--- config.mk ---
export PLATFORM = sky130hd
export DESIGN_NAME = cmh_host
export DESIGN_NICKNAME = d
export VERILOG_FILES = /design/src/hdl/cmh_pkg.sv /design/src/hdl/cmh_host.sv
export VERILOG_INCLUDE_DIRS = /design/src /design/src/hdl
export SDC_FILE = /design/constraint.sdc
export NUM_CORES = 1
export LEC_CHECK = 0
export ABC_AREA = 1
export BUFFER_PORTS_ARGS = -buffer_cell sky130_fd_sc_hd__buf_2
export CORE_UTILIZATION = 51
export CTS_CLUSTER_DIAMETER = 80
export CTS_CLUSTER_SIZE = 25
export DETAILED_ROUTE_END_ITERATION = 8
export PLACE_DENSITY = 0.76
export SLEW_MARGIN = 20
export SYNTH_ARGS = -nofsm -noshare
export SYNTH_HDL_FRONTEND = slang
export SYNTH_SLANG_ARGS = --single-unit
--- constraint.sdc ---
create_clock -name clk_in -period 2.1 [get_ports clk_in]
set_input_delay 0.105 -clock clk_in [delete_from_list [all_inputs] [get_ports clk_in]]
set_output_delay 0.105 -clock clk_in [all_outputs]
set_load 0.05 [all_outputs]
--- src/hdl/cmh_defs.svh ---
`ifndef CMH_DEFS_SVH
`define CMH_DEFS_SVH

`define CMH_CLK_PERIOD_NS   25
`define CMH_CYC(ns)         (((ns) + `CMH_CLK_PERIOD_NS - 1) / `CMH_CLK_PERIOD_NS)
`define CMH_T_ADDR_SU_NS    70
`define CMH_T_MEM_STB_NS    150
`define CMH_T_MEM_ACC_NS    125
`define CMH_T_IO_STB_NS     165
`define CMH_T_IO_ACC_NS     100
`define CMH_T_WAIT_DLY_NS   35
`define CMH_T_HOLD_NS       30
`define CMH_T_WAIT_MAX_NS   350
`define CMH_T_WAIT_MAX_X_NS 3000
`define CMH_C_ADDR_SU       `CMH_CYC(`CMH_T_ADDR_SU_NS)
`define CMH_C_MEM_STB       `CMH_CYC(`CMH_T_MEM_STB_NS)
`define CMH_C_MEM_ACC       `CMH_CYC(`CMH_T_MEM_ACC_NS)
`define CMH_C_IO_STB        `CMH_CYC(`CMH_T_IO_STB_NS)
`define CMH_C_IO_ACC        `CMH_CYC(`CMH_T_IO_ACC_NS)
`define CMH_C_WAIT_DLY      `CMH_CYC(`CMH_T_WAIT_DLY_NS)
`define CMH_C_HOLD          `CMH_CYC(`CMH_T_HOLD_NS)
`define CMH_C_WAIT_MAX      (`CMH_T_WAIT_MAX_NS / `CMH_CLK_PERIOD_NS)
`define CMH_C_WAIT_MAX_X    (`CMH_T_WAIT_MAX_X_NS / `CMH_CLK_PERIOD_NS)
`define CMH_ADDR_W          11
`define CMH_DATA_W          16

`endif

--- src/hdl/cmh_pkg.sv ---
`default_nettype none
package cmh_pkg;
	typedef enum logic [1:0] {
		CMH_MEM_RD = 2'h0,
		CMH_MEM_WR = 2'h1,
		CMH_IO_RD  = 2'h2,
		CMH_IO_WR  = 2'h3
	} cmh_op_t;

	typedef enum logic [5:0] {
		CMH_IDLE  = 6'h01,
		CMH_SETUP = 6'h02,
		CMH_STROBE = 6'h04,
		CMH_WAITX = 6'h08,
		CMH_HOLD  = 6'h10,
		CMH_DONE  = 6'h20
	} cmh_state_t;
endpackage : cmh_pkg
`default_nettype wire

--- src/hdl/cmh_host.sv ---
`include "cmh_defs.svh"
`default_nettype none
module cmh_host
	import cmh_pkg::*;
(
	input  wire logic                   clk_in,
	input  wire logic                   sys_rst_in,
	input  wire logic                   req_valid_in,
	output logic                        req_ready_out,
	input  wire cmh_op_t                req_op_in,
	input  wire logic [`CMH_ADDR_W-1:0] req_addr_in,
	input  wire logic [1:0]             req_lanes_in,
	input  wire logic [`CMH_DATA_W-1:0] req_wdata_in,
	input  wire logic                   ext_card_in,
	input  wire logic                   disk_emulation_mode_in,
	output var logic                    rsp_valid_out,
	output var logic [`CMH_DATA_W-1:0]  rsp_rdata_out,
	output var logic                    rsp_error_out,
	output var logic                    rsp_wide_out,
	output var logic [`CMH_ADDR_W-1:0]  card_addr_out,
	output var logic [1:0]              byte_lane_select_n_out,
	output var logic                    attribute_select_n_out,
	output var logic                    output_strobe_n_out,
	output var logic                    write_strobe_n_out,
	output var logic                    io_read_strobe_n_out,
	output var logic                    io_write_strobe_n_out,
	input  wire logic [`CMH_DATA_W-1:0] data_in,
	output var logic [`CMH_DATA_W-1:0]  data_out,
	output var logic                    data_oe_n_out,
	input  wire logic                   cycle_extend_n_in,
	input  wire logic                   input_ack_n_in,
	input  wire logic                   wide_io_flag_n_in
);
	localparam logic [7:0] C_ADDR_SU  = 8'(`CMH_C_ADDR_SU);
	localparam logic [7:0] C_MEM_STB  = 8'(`CMH_C_MEM_STB);
	localparam logic [7:0] C_IO_STB   = 8'(`CMH_C_IO_STB);
	localparam logic [7:0] C_WAIT_DLY = 8'(`CMH_C_WAIT_DLY);
	localparam logic [7:0] C_HOLD     = 8'(`CMH_C_HOLD);
	localparam logic [7:0] C_WMAX     = 8'(`CMH_C_WAIT_MAX);
	localparam logic [7:0] C_WMAX_X   = 8'(`CMH_C_WAIT_MAX_X);

	cmh_state_t             state_reg;
	cmh_op_t                op_reg;
	logic [7:0]             cnt_reg;
	logic [7:0]             wcnt_reg;
	logic [`CMH_DATA_W-1:0] rdata_reg;
	logic                   ext_seen_reg;
	logic                   ext_s1_reg, ext_s2_reg;
	logic                   ack_s1_reg, ack_s2_reg;
	logic                   wide_s1_reg, wide_s2_reg;
	logic [`CMH_DATA_W-1:0] din_s1_reg, din_s2_reg;

	// Minimum low time for the strobe of the current operation.
	function automatic logic [7:0] cmh_stb_min(input cmh_op_t op);
		return (op == CMH_MEM_RD || op == CMH_MEM_WR) ? C_MEM_STB : C_IO_STB;
	endfunction : cmh_stb_min

	wire logic is_read   = (op_reg == CMH_MEM_RD) || (op_reg == CMH_IO_RD);
	wire logic extending = !ext_s2_reg;
	wire logic wait_lim  = wcnt_reg >= (ext_card_in ? C_WMAX_X : C_WMAX);
	wire logic stb_met   = cnt_reg >= cmh_stb_min(op_reg);
	assign req_ready_out = (state_reg == CMH_IDLE);

	always_ff @(posedge clk_in) begin
		ext_s1_reg  <= cycle_extend_n_in;
		ext_s2_reg  <= ext_s1_reg;
		ack_s1_reg  <= input_ack_n_in;
		ack_s2_reg  <= ack_s1_reg;
		wide_s1_reg <= wide_io_flag_n_in;
		wide_s2_reg <= wide_s1_reg;
		din_s1_reg  <= data_in;
		din_s2_reg  <= din_s1_reg;
	end

	always_ff @(posedge clk_in) begin
		if (sys_rst_in) begin
			state_reg <= CMH_IDLE;
			cnt_reg   <= 8'h00;
		end else begin
			case (state_reg)
				CMH_IDLE: begin
					cnt_reg <= 8'h00;
					if (req_valid_in) begin
						state_reg <= CMH_SETUP;
					end
				end
				CMH_SETUP: begin
					cnt_reg <= cnt_reg + 8'h01;
					if (cnt_reg + 8'h01 >= C_ADDR_SU) begin
						state_reg <= CMH_STROBE;
						cnt_reg   <= 8'h00;
					end
				end
				CMH_STROBE: begin
					cnt_reg <= cnt_reg + 8'h01;
					// Extend is sampled only once the card's assert window has elapsed; the strobe ends only after window plus sync.
					if (extending && cnt_reg > C_WAIT_DLY) begin
						state_reg <= CMH_WAITX;
					end else if (stb_met && cnt_reg > C_WAIT_DLY + 8'h02) begin
						state_reg <= CMH_HOLD;
						cnt_reg   <= 8'h00;
					end
				end
				CMH_WAITX: begin
					cnt_reg <= cnt_reg + 8'h01;
					if (wait_lim) begin
						state_reg <= CMH_HOLD;
						cnt_reg   <= 8'h00;
					end else if (!extending && stb_met) begin
						state_reg <= CMH_HOLD;
						cnt_reg   <= 8'h00;
					end
				end
				CMH_HOLD: begin
					cnt_reg <= cnt_reg + 8'h01;
					if (cnt_reg + 8'h01 >= C_HOLD) begin
						state_reg <= CMH_DONE;
					end
				end
				CMH_DONE: begin
					state_reg <= CMH_IDLE;
				end
				default: begin
					state_reg <= CMH_IDLE;
				end
			endcase
		end
	end

	always_ff @(posedge clk_in) begin
		if (sys_rst_in) begin
			wcnt_reg     <= 8'h00;
			ext_seen_reg <= 1'b0;
		end else if (state_reg == CMH_WAITX) begin
			wcnt_reg     <= wcnt_reg + 8'h01;
			ext_seen_reg <= 1'b1;
		end else if (state_reg == CMH_IDLE) begin
			wcnt_reg     <= 8'h00;
			ext_seen_reg <= 1'b0;
		end
	end

	always_ff @(posedge clk_in) begin
		if (sys_rst_in) begin
			op_reg                 <= CMH_MEM_RD;
			card_addr_out          <= '0;
			byte_lane_select_n_out <= 2'h3;
			attribute_select_n_out <= 1'b1;
			data_out               <= '0;
			data_oe_n_out          <= 1'b1;
		end else if (state_reg == CMH_IDLE && req_valid_in) begin
			op_reg                 <= req_op_in;
			card_addr_out          <= req_addr_in;
			// Both lanes need an even address; an odd 16-bit request drops to the low lane.
			byte_lane_select_n_out <= (req_lanes_in == 2'h3 && req_addr_in[0]) ?
				2'h2 : ~req_lanes_in;
			// Attribute select stays high: common memory and I/O only, also for disk mode.
			attribute_select_n_out <= 1'b1;
			data_out               <= req_wdata_in;
			data_oe_n_out          <= (req_op_in == CMH_MEM_RD || req_op_in == CMH_IO_RD);
		end else if (state_reg == CMH_DONE) begin
			byte_lane_select_n_out <= 2'h3;
			data_oe_n_out          <= 1'b1;
		end
	end

	always_ff @(posedge clk_in) begin
		if (sys_rst_in) begin
			output_strobe_n_out   <= 1'b1;
			write_strobe_n_out    <= 1'b1;
			io_read_strobe_n_out  <= 1'b1;
			io_write_strobe_n_out <= 1'b1;
		end else begin
			output_strobe_n_out   <= !(state_reg inside {CMH_SETUP, CMH_STROBE, CMH_WAITX} &&
				op_reg == CMH_MEM_RD && state_reg != CMH_SETUP);
			write_strobe_n_out    <= !((state_reg == CMH_STROBE || state_reg == CMH_WAITX) &&
				op_reg == CMH_MEM_WR) || (state_reg == CMH_WAITX && (wait_lim ||
				(!extending && stb_met))) || (state_reg == CMH_STROBE && stb_met &&
				!extending && cnt_reg > C_WAIT_DLY + 8'h02);
			io_read_strobe_n_out  <= !((state_reg == CMH_STROBE || state_reg == CMH_WAITX) &&
				op_reg == CMH_IO_RD);
			io_write_strobe_n_out <= !((state_reg == CMH_STROBE || state_reg == CMH_WAITX) &&
				op_reg == CMH_IO_WR);
		end
	end

	// Read data is latched at the end of the strobe phase, after access time has passed.
	always_ff @(posedge clk_in) begin
		if (sys_rst_in) begin
			rdata_reg <= '0;
		end else if ((state_reg == CMH_STROBE || state_reg == CMH_WAITX) && is_read) begin
			rdata_reg <= din_s2_reg;
		end
	end

	always_ff @(posedge clk_in) begin
		if (sys_rst_in) begin
			rsp_valid_out <= 1'b0;
			rsp_rdata_out <= '0;
			rsp_error_out <= 1'b0;
			rsp_wide_out  <= 1'b0;
		end else begin
			rsp_valid_out <= (state_reg == CMH_HOLD) && (cnt_reg + 8'h01 >= C_HOLD);
			if (state_reg == CMH_HOLD && cnt_reg == 8'h00) begin
				rsp_rdata_out <= rdata_reg;
				rsp_error_out <= ext_seen_reg && wait_lim;
				// In disk emulation mode the ack is not used by the card.
				rsp_wide_out  <= !wide_s2_reg && (disk_emulation_mode_in || op_reg != CMH_IO_RD ||
					!ack_s2_reg);
			end
		end
	end

	wire logic strobe_low = !output_strobe_n_out || !write_strobe_n_out ||
		!io_read_strobe_n_out || !io_write_strobe_n_out;

	a_idle_quiet: assert property (@(posedge clk_in) disable iff (sys_rst_in)
		state_reg == CMH_IDLE |=> !strobe_low)
		else $error("strobe low in idle");
	a_io_rd_width: assert property (@(posedge clk_in) disable iff (sys_rst_in)
		$fell(io_read_strobe_n_out) |-> !io_read_strobe_n_out [*7])
		else $error("io read strobe too short");
	a_io_wr_width: assert property (@(posedge clk_in) disable iff (sys_rst_in)
		$fell(io_write_strobe_n_out) |-> !io_write_strobe_n_out [*7])
		else $error("io write strobe too short");
	a_mem_wr_width: assert property (@(posedge clk_in) disable iff (sys_rst_in)
		$fell(write_strobe_n_out) |-> !write_strobe_n_out [*6])
		else $error("write strobe too short");
	a_wr_wait_hold: assert property (@(posedge clk_in) disable iff (sys_rst_in)
		state_reg == CMH_WAITX && extending && !wait_lim |=> !write_strobe_n_out ||
		op_reg != CMH_MEM_WR)
		else $error("write strobe raised during extend");
	a_wait_bound: assert property (@(posedge clk_in) disable iff (sys_rst_in)
		$rose(state_reg == CMH_WAITX) |-> ##[1:125] state_reg != CMH_WAITX)
		else $error("extend wait unbounded");
	a_lane_even: assert property (@(posedge clk_in) disable iff (sys_rst_in)
		byte_lane_select_n_out == 2'h0 |-> !card_addr_out[0])
		else $error("16-bit access at odd address");
	a_attr_high: assert property (@(posedge clk_in) disable iff (sys_rst_in)
		attribute_select_n_out)
		else $error("attribute select driven low");
	a_done_resp: assert property (@(posedge clk_in) disable iff (sys_rst_in)
		state_reg == CMH_DONE |-> rsp_valid_out)
		else $error("response missing");

	c_mem_rd: cover property (@(posedge clk_in) $rose(output_strobe_n_out));
	c_io_wr: cover property (@(posedge clk_in) $rose(io_write_strobe_n_out));
	c_extended: cover property (@(posedge clk_in) $rose(state_reg == CMH_WAITX));
	c_timeout: cover property (@(posedge clk_in) rsp_valid_out && rsp_error_out);
endmodule : cmh_host
`default_nettype wire

==> results.py, run 1 <==
metrics = {
    "run_status": {
        "status": "complete, no violations",
    },
    "clocking": {
        "total_setup_buffers_inserted_after_cts": 0,
        "cts_num_sinks": 132,
        "htree_num_levels": 4,
        "clock_latency_ns": 0.52,
        "largest_buffer_count_on_any_clock_path": 2,
        "cts_clk_pin_slew_worst_paths_ns": 0.06,
        "cts_inserted_buffers": 17,
        "tritoncts": "yes",
        "clock-root-buffer": "sky130_fd_sc_hd__clkbuf_8",
    },
    "finish": {
        "layout.filler_cells": 647,
        "ff_latch_area_sq_um": 2650,
        "mostFrequentLayoutCell": "sky130_fd_sc_hd__dfxtp_1",
        "multiInputGateArea_sq_um": 1940,
        "most-common-layout-cells": "130 x sky130_fd_sc_hd__dfxtp_1, 110 x sky130_fd_sc_hd__nor2_1, 108 x sky130_fd_sc_hd__buf_2",
        "fin_nets": 812,
        "antenna_cells_inserted": 0,
        "finish.utilization_pct": 72.1,
        "finalNonFillerCells": 887,
        "drive_gt1_share_pct": 25.3,
        "flow.area_growth_from_synthesis_pct": 36.5,
    },
    "critical_path": {
        "worstPathRequired_ns": 2.51,
        "critical_path.max_fanout": 6,
        "worstPathCellList": "inv_1 > ha_1 > or2_2 > nor2_1 > nand4_2 > nand3_2 > nand2_1 > nand2_1 > nor2_1",
        "crit_type": "reg -> reg",
        "timing.critical_path.arrival_ns": 2.35,
        "timing.critical_path.to_type": "flip-flop",
        "start_kind": "flip-flop",
        "critical_path.max_stage_delay_ns": 0.38,
        "slowest_stage": "sky130_fd_sc_hd__dfxtp_2",
    },
    "detailed_routing": {
        "drt-wirelength-per-cell_microns": 14.9,
        "post_drt_via_cell_ratio": 5.14,
        "vias": 4562,
        "antenna_left": 0,
        "detail_route.iter0.violations": 266,
        "wl_microns": 13200,
        "drc": 0,
        "firstDrtPassIters": 5,
    },
    "place": {
        "port_buffers": 108,
        "detailedPlacementHpwl_microns": 7500,
        "place.detailed.instances": 803,
        "place_congestion": 0.911,
    },
    "synth": {
        "syn-num-nets": 650,
        "post_synth_main_area_contributors": "sky130_fd_sc_hd__dfxtp_1 54%, sky130_fd_sc_hd__nor2_1 8.5%, sky130_fd_sc_hd__o21ai_0 6.5%, sky130_fd_sc_hd__nand2_1 5.3%, sky130_fd_sc_hd__ha_1 3.1%",
        "synth.distinct_cells": 36,
        "synth_cells": 583,
        "synth_area_sq_um": 4880,
        "synth_seq_area_share_pct": 54.1,
        "synth.yosys.warnings": 0,
        "synth.avg_cell_area_sq_um": 8.38,
        "synthDominantAreaCellType": "sky130_fd_sc_hd__dfxtp_1",
        "postSynthRegisterBits": 132,
        "yosys.area.top_type_share_pct": 54.1,
    },
    "timing": {
        "rsz0062_at_grt": "no",
        "clock_skew_ns": 0.00766,
        "worst_pin_slew_ns": 0.635,
        "setup_total_negative_slack_ns": 0,
        "maxSlewViolCount": 0,
        "maxClockFrequency_mhz": 517,
        "finalCriticalPeriod_ns": 1.93,
        "finalHoldViolations": 0,
        "setup_viol": 0,
        "slew_headroom_pct": 57.3,
        "finalCritPeriodShare_pct": 92.1,
        "hold_slack_ns": 0.0759,
    },
    "run": {
        "maxCapViolations": 0,
    },
    "global_route": {
        "grt_max_degree": 56,
        "first_global_vias": 4651,
        "grt_pass1_wl_microns": 21600,
        "grt_use_total_pct": 27.8,
        "number_of_antenna_violations_at_the_first_check_in_global_routing": 0,
        "grt.overflow.total": 0,
    },
    "die": {
        "fp.dieArea_sq_um": 9970,
        "design.portCount": 110,
        "placement_rows": 35,
        "core_area_sq_um": 9240,
        "die_width_microns": 99.9,
        "fp.dieH_microns": 99.9,
        "floorplan.initialDensity_pct": 52.9,
    },
    "worst_hold_path": {
        "min-delay-path-class": "in -> reg",
    },
    "power_and_ir_drop": {
        "p_leak_nw": 3.13,
        "power_w": 0.00864,
        "peakVddDrop_mv": 0.856,
        "power_density_over_the_cells_nw_per_um2": 1300,
    },
}
## per-stage QoR
step           worst slack (ns)  area (sq um)
2_1_floorplan             0.330          4880
3_3_place_gp              0.245          5530
3_5_place_dp              0.141          5530
4_1_cts                   0.131          6660
5_1_grt                  0.0436          6670
6_report                  0.166          6670
## routing by layer
layer	share of wire, %	track usage, %
met1	40	30.1
met2	51	49.1
met3	5.3	6.89
met4	4.4	16.4
met5	0	0
## logic make-up after synthesis
group	count (synthesis)	synth area share (%)
fa+ha+maj	12	3.07
other cells	1	0.0768
simple gates	253	24.7
compound gates	109	11.6
buf+inv	75	6.25
xor+xnor	1	0.179
flops	132	54.1
## worst paths after layout
path                                        to  slack, ns  depth (start not counted)              startpoint
worst max-delay path              state_reg[1]       0.17                          9              cnt_reg[0]
worst min-delay path              rsp_wide_out       0.08                          5  disk_emulation_mode_in
worst max register to register    state_reg[1]       0.17                          9              cnt_reg[0]
worst min register to register  din_s2_reg[12]       0.33                          0          din_s1_reg[12]
## report_power, final
part | total [W] | switching, W | internal [W] | leakage [nW]
Combinational | 0.00250 | 0.00186 | 0.000645 | 1.75
Sequential | 0.00307 | 0.000213 | 0.00286 | 1.09
Clock | 0.00306 | 0.00121 | 0.00185 | 0.292
## synthesized netlist by cell type
cell                        count
sky130_fd_sc_hd__dfxtp_1      132
sky130_fd_sc_hd__nor2_1       110
sky130_fd_sc_hd__nand2_1       69
sky130_fd_sc_hd__o21ai_0       63
sky130_fd_sc_hd__inv_1         40
sky130_fd_sc_hd__a21oi_1       25
sky130_fd_sc_hd__nor3_1        18
sky130_fd_sc_hd__nand3_1       16
sky130_fd_sc_hd__o21ai_1       14
sky130_fd_sc_hd__ha_1          12
sky130_fd_sc_hd__inv_2         11
sky130_fd_sc_hd__buf_2         10
sky130_fd_sc_hd__clkbuf_1      10
sky130_fd_sc_hd__nand2_2        8
sky130_fd_sc_hd__nor2_4         6
sky130_fd_sc_hd__nand4_1        5
sky130_fd_sc_hd__nand4_2        4
sky130_fd_sc_hd__nor2_2         4
sky130_fd_sc_hd__a211oi_1       3
sky130_fd_sc_hd__buf_4          3
sky130_fd_sc_hd__nand3_2        3
sky130_fd_sc_hd__nand3_4        2
sky130_fd_sc_hd__or2_2          2
sky130_fd_sc_hd__a21oi_2        1
sky130_fd_sc_hd__a32oi_1        1
sky130_fd_sc_hd__and2_1         1
sky130_fd_sc_hd__and3_4         1
sky130_fd_sc_hd__clkinv_1       1
sky130_fd_sc_hd__conb_1         1
sky130_fd_sc_hd__nand2_4        1
sky130_fd_sc_hd__nand4_4        1
sky130_fd_sc_hd__nor4_1         1
sky130_fd_sc_hd__o2111ai_1      1
sky130_fd_sc_hd__o31ai_1        1
sky130_fd_sc_hd__or2_1          1
sky130_fd_sc_hd__xnor2_1        1
## worst max-delay path: cells and delay by family (launching register included)
family                     cells  cell delay (ns)
and+or+nand+nor                7             1.00
buffers and inverters          1             0.12
DFF                            1             0.38
adders and majority gates      1             0.34
## layout make-up
| class | instances | area share (%) |
|---|---|---|
| Clock buffer | 18 | 6.27 |
| Multi-Input combinational cell | 376 | 29.0 |
| Clock inverter | 14 | 2.83 |
| Inverter | 52 | 2.97 |
| Tap cell | 129 | 2.42 |
| Timing Repair Buffer | 166 | 16.8 |
| Sequential cell | 132 | 39.7 |
## repair_timing
action,4_1_cts,5_1_grt
hold buffers,52,0
hold endpoints to repair,62,0
setup endpoints to repair,0,6
gates resized for setup,0,4
Power figures use the tool's default switching activity.
==> inputs of run 2 (changes only) <==
--- a/config.mk
+++ b/config.mk
@@ -13,6 +13,7 @@
 export CTS_CLUSTER_SIZE = 25
 export DETAILED_ROUTE_END_ITERATION = 8
 export PLACE_DENSITY = 0.76
+export RECOVER_POWER = 100
 export SLEW_MARGIN = 20
 export SYNTH_ARGS = -nofsm -noshare
 export SYNTH_HDL_FRONTEND = slang
==> results.py, run 2 (same netlist as run 1, synthesis figures left out) <==
metrics = {
    "detailed_routing": {
        "firstDrtPassIters": 5,
        "post_drt_via_cell_ratio": 5.13,
        "detail_route.iter0.violations": 237,
        "vias": 4547,
        "drc": 0,
        "antenna_left": 0,
        "wl_microns": 13200,
        "drt-wirelength-per-cell_microns": 14.8,
    },
    "timing": {
        "worst_pin_slew_ns": 0.719,
        "setup_total_negative_slack_ns": 0,
        "finalCriticalPeriod_ns": 1.94,
        "setup_viol": 0,
        "hold_slack_ns": 0.0776,
        "maxSlewViolCount": 0,
        "finalCritPeriodShare_pct": 92.3,
        "maxClockFrequency_mhz": 516,
        "slew_headroom_pct": 52.1,
        "rsz0062_at_grt": "no",
        "finalHoldViolations": 0,
        "clock_skew_ns": 0.00949,
    },
    "finish": {
        "flow.area_growth_from_synthesis_pct": 34.8,
        "drive_gt1_share_pct": 17.4,
        "antenna_cells_inserted": 0,
        "most-common-layout-cells": "130 x sky130_fd_sc_hd__dfxtp_1, 110 x sky130_fd_sc_hd__nor2_1, 70 x sky130_fd_sc_hd__o21ai_0",
        "fin_nets": 812,
        "mostFrequentLayoutCell": "sky130_fd_sc_hd__dfxtp_1",
    },
    "global_route": {
        "grt.overflow.total": 0,
        "first_global_vias": 4651,
        "grt_pass1_wl_microns": 21600,
        "number_of_antenna_violations_at_the_first_check_in_global_routing": 0,
        "grt_max_degree": 56,
        "grt_use_total_pct": 27.8,
    },
    "critical_path": {
        "start_kind": "flip-flop",
        "timing.critical_path.arrival_ns": 2.35,
        "r2r_setup_slack_ns": 0.16,
        "crit_type": "reg -> reg",
        "critical_path.max_fanout": 6,
        "timing.critical_path.to_type": "flip-flop",
        "worstPathRequired_ns": 2.51,
    },
    "power_and_ir_drop": {
        "peakVddDrop_mv": 0.854,
        "p_leak_nw": 2.93,
        "power_density_over_the_cells_nw_per_um2": 1300,
    },
    "die": {
        "design.portCount": 110,
        "floorplan.initialDensity_pct": 52.9,
        "core_area_sq_um": 9240,
        "placement_rows": 35,
        "die_width_microns": 99.9,
        "fp.dieArea_sq_um": 9970,
        "fp.dieH_microns": 99.9,
    },
    "worst_hold_path": {
        "min-delay-path-class": "in -> reg",
    },
    "clocking": {
        "total_setup_buffers_inserted_after_cts": 0,
        "clock_latency_ns": 0.51,
        "tritoncts": "yes",
        "clock-root-buffer": "sky130_fd_sc_hd__clkbuf_8",
        "cts_inserted_buffers": 17,
        "cts_num_sinks": 132,
        "htree_num_levels": 4,
        "cts_clk_pin_slew_worst_paths_ns": 0.07,
        "largest_buffer_count_on_any_clock_path": 2,
    },
    "place": {
        "place_congestion": 0.911,
        "detailedPlacementHpwl_microns": 7500,
        "port_buffers": 108,
    },
    "run_status": {
        "status": "complete, no violations",
    },
    "run": {
        "maxCapViolations": 0,
    },
}
run 2: what timing repair did:
item | in CTS | in global routing
resized for setup | 0 | 4
hold buffers | 52 | 0
endpoints found under the hold margin | 62 | 0
endpoints found under the setup margin | 0 | 6
run 2: routing by layer:
layer / track usage, % / share of wire, %
met1: 30.1 / 40
met2: 49.1 / 51
met3: 6.89 / 4.7
met4: 16.4 / 4.1
met5: 0 / 0
run 2: per-stage QoR:
step | util (%) | setup slack (ns) | total power (W) | std cells | cell area (sq um)
4_1_cts | 72.1 | 0.131 | 0.00855 | 887 | 6660
3_5_place_dp | 59.9 | 0.141 | 0.00543 | 803 | 5530
5_1_grt | 71.3 | 0.0336 | 0.00892 | 887 | 6590
2_1_floorplan | - | 0.330 | 0.00487 | 583 | 4880
6_report | 71.3 | 0.161 | 0.00856 | 887 | 6590
3_3_place_gp | 59.9 | 0.245 | 0.00537 | 803 | 5530
run 2: power by group:
group,leakage [nW],switching [W],internal [W]
sequential,1.09,0.000219,0.00286
combinational,1.55,0.00185,0.000569
clock,0.292,0.00121,0.00185
run 2: final cells by class:
| cell class | count | area (sq um) |
|---|---|---|
| sequential | 132 | 2650 |
| inverter | 52 | 198 |
| timing repair buffer | 166 | 1050 |
| clock inverter | 14 | 189 |
| fill | 680 | 2660 |
| tap | 129 | 161 |
| clock buffer | 18 | 418 |
| multi-input combinational | 376 | 1920 |
run 2: path summary, 6_finish.rpt:
path / start / endpoint / cells past startpoint
setup / recovery: cnt_reg[0] / state_reg[1] / 9
hold / removal: disk_emulation_mode_in / rsp_wide_out / 5
setup reg to reg: cnt_reg[0] / state_reg[1] / 9
hold reg to reg: din_s1_reg[12] / din_s2_reg[12] / 0
run 2: worst max-delay path, stage by stage, from the launching register on:
cell and delay, ns:
sky130_fd_sc_hd__dfxtp_2 0.38, sky130_fd_sc_hd__inv_1 0.12, sky130_fd_sc_hd__ha_1 0.34, sky130_fd_sc_hd__or2_2 0.28, sky130_fd_sc_hd__nor2_1 0.19, sky130_fd_sc_hd__nand4_2 0.16, sky130_fd_sc_hd__nand3_2 0.14, sky130_fd_sc_hd__nand2_1 0.07
sky130_fd_sc_hd__nand2_1 0.10, sky130_fd_sc_hd__nor2_1 0.05
==> inputs of run 3 (changes only) <==
--- a/config.mk
+++ b/config.mk
@@ -6,9 +6,11 @@
 export SDC_FILE = /design/constraint.sdc
 export NUM_CORES = 1
 export LEC_CHECK = 0
-export ABC_AREA = 1
+export ABC_AREA = 0
 export BUFFER_PORTS_ARGS = -buffer_cell sky130_fd_sc_hd__buf_2
+export CORE_ASPECT_RATIO = 1.4
 export CORE_UTILIZATION = 51
+export CTS_BUF_LIST = sky130_fd_sc_hd__clkbuf_2 sky130_fd_sc_hd__clkbuf_4 sky130_fd_sc_hd__clkbuf_8
 export CTS_CLUSTER_DIAMETER = 80
 export CTS_CLUSTER_SIZE = 25
 export DETAILED_ROUTE_END_ITERATION = 8
==> results.py, run 3 <==
metrics = {
    "critical_path": {
        "critical_path.max_stage_delay_ns": 0.56,
        "worst_r2r_path_depth": 6,
        "timing.critical_path.to_type": "flip-flop",
        "r2r_setup_slack_ns": 0.05,
        "critical_path.max_fanout": 5,
        "timing.critical_path.arrival_ns": 2.42,
        "slowest_stage": "sky130_fd_sc_hd__or4_4",
        "start_kind": "flip-flop",
        "worstPathCellList": "or4_4 > or3b_4 > nor3_4 > nand3_2 > mux2_4 > nor2_2",
        "worstPathRequired_ns": 2.47,
        "crit_type": "reg -> reg",
        "worstReg2RegStart": "state_reg[5]",
        "worstReg2RegEnd": "wcnt_reg[7]",
    },
    "detailed_routing": {
        "post_drt_via_cell_ratio": 5.35,
        "antenna_left": 0,
        "drt-wirelength-per-cell_microns": 14.9,
        "wl_microns": 12700,
        "firstDrtPassIters": 7,
        "vias": 4578,
        "drc": 10,
        "detail_route.iter0.violations": 239,
    },
    "timing": {
        "rsz0062_at_grt": "yes",
        "finalHoldViolations": 0,
        "slew_headroom_pct": 54.5,
        "clock_skew_ns": 0.00819,
        "maxSlewViolCount": 0,
        "finalCritPeriodShare_pct": 97.7,
        "setup_viol": 0,
        "maxClockFrequency_mhz": 488,
        "setup_total_negative_slack_ns": 0,
        "finalCriticalPeriod_ns": 2.05,
        "worst_pin_slew_ns": 0.685,
    },
    "run": {
        "maxCapViolations": 0,
    },
    "global_route": {
        "first_global_vias": 4583,
        "grt.overflow.total": 0,
        "number_of_antenna_violations_at_the_first_check_in_global_routing": 0,
        "grt_use_total_pct": 26.9,
        "grt_max_degree": 42,
        "grt_pass1_wl_microns": 20700,
    },
    "clocking": {
        "htree_num_levels": 4,
        "cts_clk_pin_slew_worst_paths_ns": 0.07,
        "tritoncts": "yes",
        "largest_buffer_count_on_any_clock_path": 2,
        "cts_num_sinks": 132,
        "cts_inserted_buffers": 17,
        "clock_latency_ns": 0.43,
        "clock-root-buffer": "sky130_fd_sc_hd__clkbuf_8",
    },
    "synth": {
        "synth.avg_cell_area_sq_um": 8.86,
        "asyncSetResetFlopFracSynth_pct": 0,
        "synthesized_area_fraction_occupied_by_ao_oa_aoi_and_oai_cells_pct": 14.8,
        "post_synth_most_frequent_cells": "141 x sky130_fd_sc_hd__nand2_1, 132 x sky130_fd_sc_hd__dfxtp_1, 81 x sky130_fd_sc_hd__a21oi_1, 25 x sky130_fd_sc_hd__nor2_1, 24 x sky130_fd_sc_hd__clkbuf_1",
        "post_synth_main_area_contributors": "sky130_fd_sc_hd__dfxtp_1 55%, sky130_fd_sc_hd__nand2_1 11%, sky130_fd_sc_hd__a21oi_1 8.4%, sky130_fd_sc_hd__ha_1 3.1%, sky130_fd_sc_hd__nor2_1 1.9%",
        "synth_xor_area_share_pct": 0.545,
        "postSynthRegisterBits": 132,
        "synth.distinct_cells": 61,
        "synth_area_sq_um": 4820,
        "synth-main-ff-cell": "sky130_fd_sc_hd__dfxtp_1",
        "syn-num-nets": 611,
        "synthDominantAreaCellType": "sky130_fd_sc_hd__dfxtp_1",
        "fraction_of_the_mapped_netlist_area_in_adder_cells_pct": 3.12,
        "synth_seq_area_share_pct": 54.9,
        "most_frequent_cell_after_synthesis": "sky130_fd_sc_hd__nand2_1",
        "number_of_enable_flip_flop_cells_after_synthesis": 0,
        "yosys.area.top_type_share_pct": 54.9,
        "combinational_family_with_the_most_area_after_synthesis": "simple AND/OR/NAND/NOR gates",
        "yosys.area_share.simple_pct": 22.3,
        "synth_cells": 544,
        "synth.yosys.warnings": 0,
        "muxShareOfSynthArea_pct": 0.753,
    },
    "finish": {
        "flow.area_growth_from_synthesis_pct": 38.9,
        "fin_nets": 803,
        "antenna_cells_inserted": 0,
        "finalNonFillerCells": 855,
        "drive_gt1_share_pct": 21.1,
        "finish.instance_area_sq_um": 6690,
        "most-common-layout-cells": "141 x sky130_fd_sc_hd__nand2_1, 128 x sky130_fd_sc_hd__dfxtp_1, 81 x sky130_fd_sc_hd__a21oi_1",
        "mostFrequentLayoutCell": "sky130_fd_sc_hd__nand2_1",
    },
    "worst_hold_path": {
        "timing.hold.worst.start": "disk_emulation_mode_in",
        "end_point_of_the_most_critical_hold_path": "rsp_wide_out",
        "timing.hold.worst_path_depth": 5,
        "min-delay-path-class": "in -> reg",
    },
    "power_and_ir_drop": {
        "power_density_over_the_cells_nw_per_um2": 1040,
        "p_leak_nw": 2.65,
        "peakVddDrop_mv": 0.667,
    },
    "place": {
        "place.detailed.instances": 768,
        "detailedPlacementHpwl_microns": 7730,
        "port_buffers": 108,
        "place_congestion": 0.837,
        "postPlaceCellArea_sq_um": 5690,
    },
    "die": {
        "die_width_microns": 84.1,
        "core_area_sq_um": 9080,
        "fp.dieH_microns": 117,
        "placement_rows": 41,
        "fp.dieArea_sq_um": 9840,
        "design.portCount": 110,
        "floorplan.initialDensity_pct": 53.1,
    },
    "run_status": {
        "violated_checks": "DRC",
        "status": "finished with violations",
    },
}
[run 3: cell count changes in the layout (fill, tap and decap cells not counted), sizes merged, moves of 8 or more]
cell / delta
nor2: -94
o21ai: -69
nand2: +63
a21oi: +57
inv: -54
buf: +41
nand3: -11
o22ai: +8
[run 3: logic make-up after synthesis]
kind of cell	Yosys count
AO/OA/AOI/OAI	122
XOR/XNOR	3
adder cells (fa/ha/maj)	12
buffers and inverters	39
flip-flops	132
multiplexers	3
other	1
AND/OR/NAND/NOR	232
[run 3: per-layer routing]
layer	GRT usage, %	up-vias	part of all wire, %
li1	-	2226	-
met1	27.3	2164	38
met2	50.9	148	54
met3	6.17	40	4.3
met4	15.5	0	3.5
met5	0	-	0
[run 3: worst max-delay path by stage]
stage                 start       endpoint  slack, ns  cells after the start
2_1_floorplan  state_reg[1]  rsp_valid_out     0.0003                      7
3_3_place_gp   state_reg[0]    wcnt_reg[6]      -0.01                      6
3_5_place_dp   state_reg[0]    wcnt_reg[6]      -0.07                      6
4_1_cts        state_reg[0]  rsp_valid_out      0.005                      7
5_1_grt        state_reg[5]  rsp_valid_out      -0.05                      8
6_report       state_reg[5]    wcnt_reg[7]       0.05                      6
[run 3: report_power, final]
part           internal (W)  switching, W  total (W)
clock               0.00141      0.000927    0.00233
sequential          0.00271      0.000141    0.00285
combinational      0.000534       0.00125    0.00178
[run 3: what timing repair did]
| action | in CTS | in global routing |
|---|---|---|
| pin swaps | 3 | 5 |
| hold buffers | 52 | 0 |
| buffers inserted | 1 | 3 |
| endpoints found under the setup margin | 19 | 32 |
| gates resized for setup | 6 | 12 |
| hold endpoints to repair | 54 | 0 |
[run 3: area by class of cell]
cell class / count / area, sq um
Multi-Input combinational cell: 373 / 2080
Fill cell: 650 / 2390
Sequential cell: 132 / 2650
Inverter: 8 / 31.3
Clock inverter: 8 / 150
Clock buffer: 23 / 292
Tap cell: 107 / 134
Timing Repair Buffer: 204 / 1360
[run 3: per-stage QoR]
stage	util [%]	worst slack [ns]	hold WS, ns	power [W]
floorplan	-	0.000311	0.133	0.00404
global placement	62.7	-0.0121	0.208	0.00450
detailed placement	62.7	-0.0661	0.209	0.00455
CTS	73.7	0.00490	0.0634	0.00696
global route	73.7	-0.0497	0.103	0.00725
finish	73.7	0.0488	0.0834	0.00696
[run 3: critical path: cells and delay by family (launching register included)]
family	cells	cell delay (ns)
flops	1	0.32
simple gates	5	1.36
mux	1	0.31
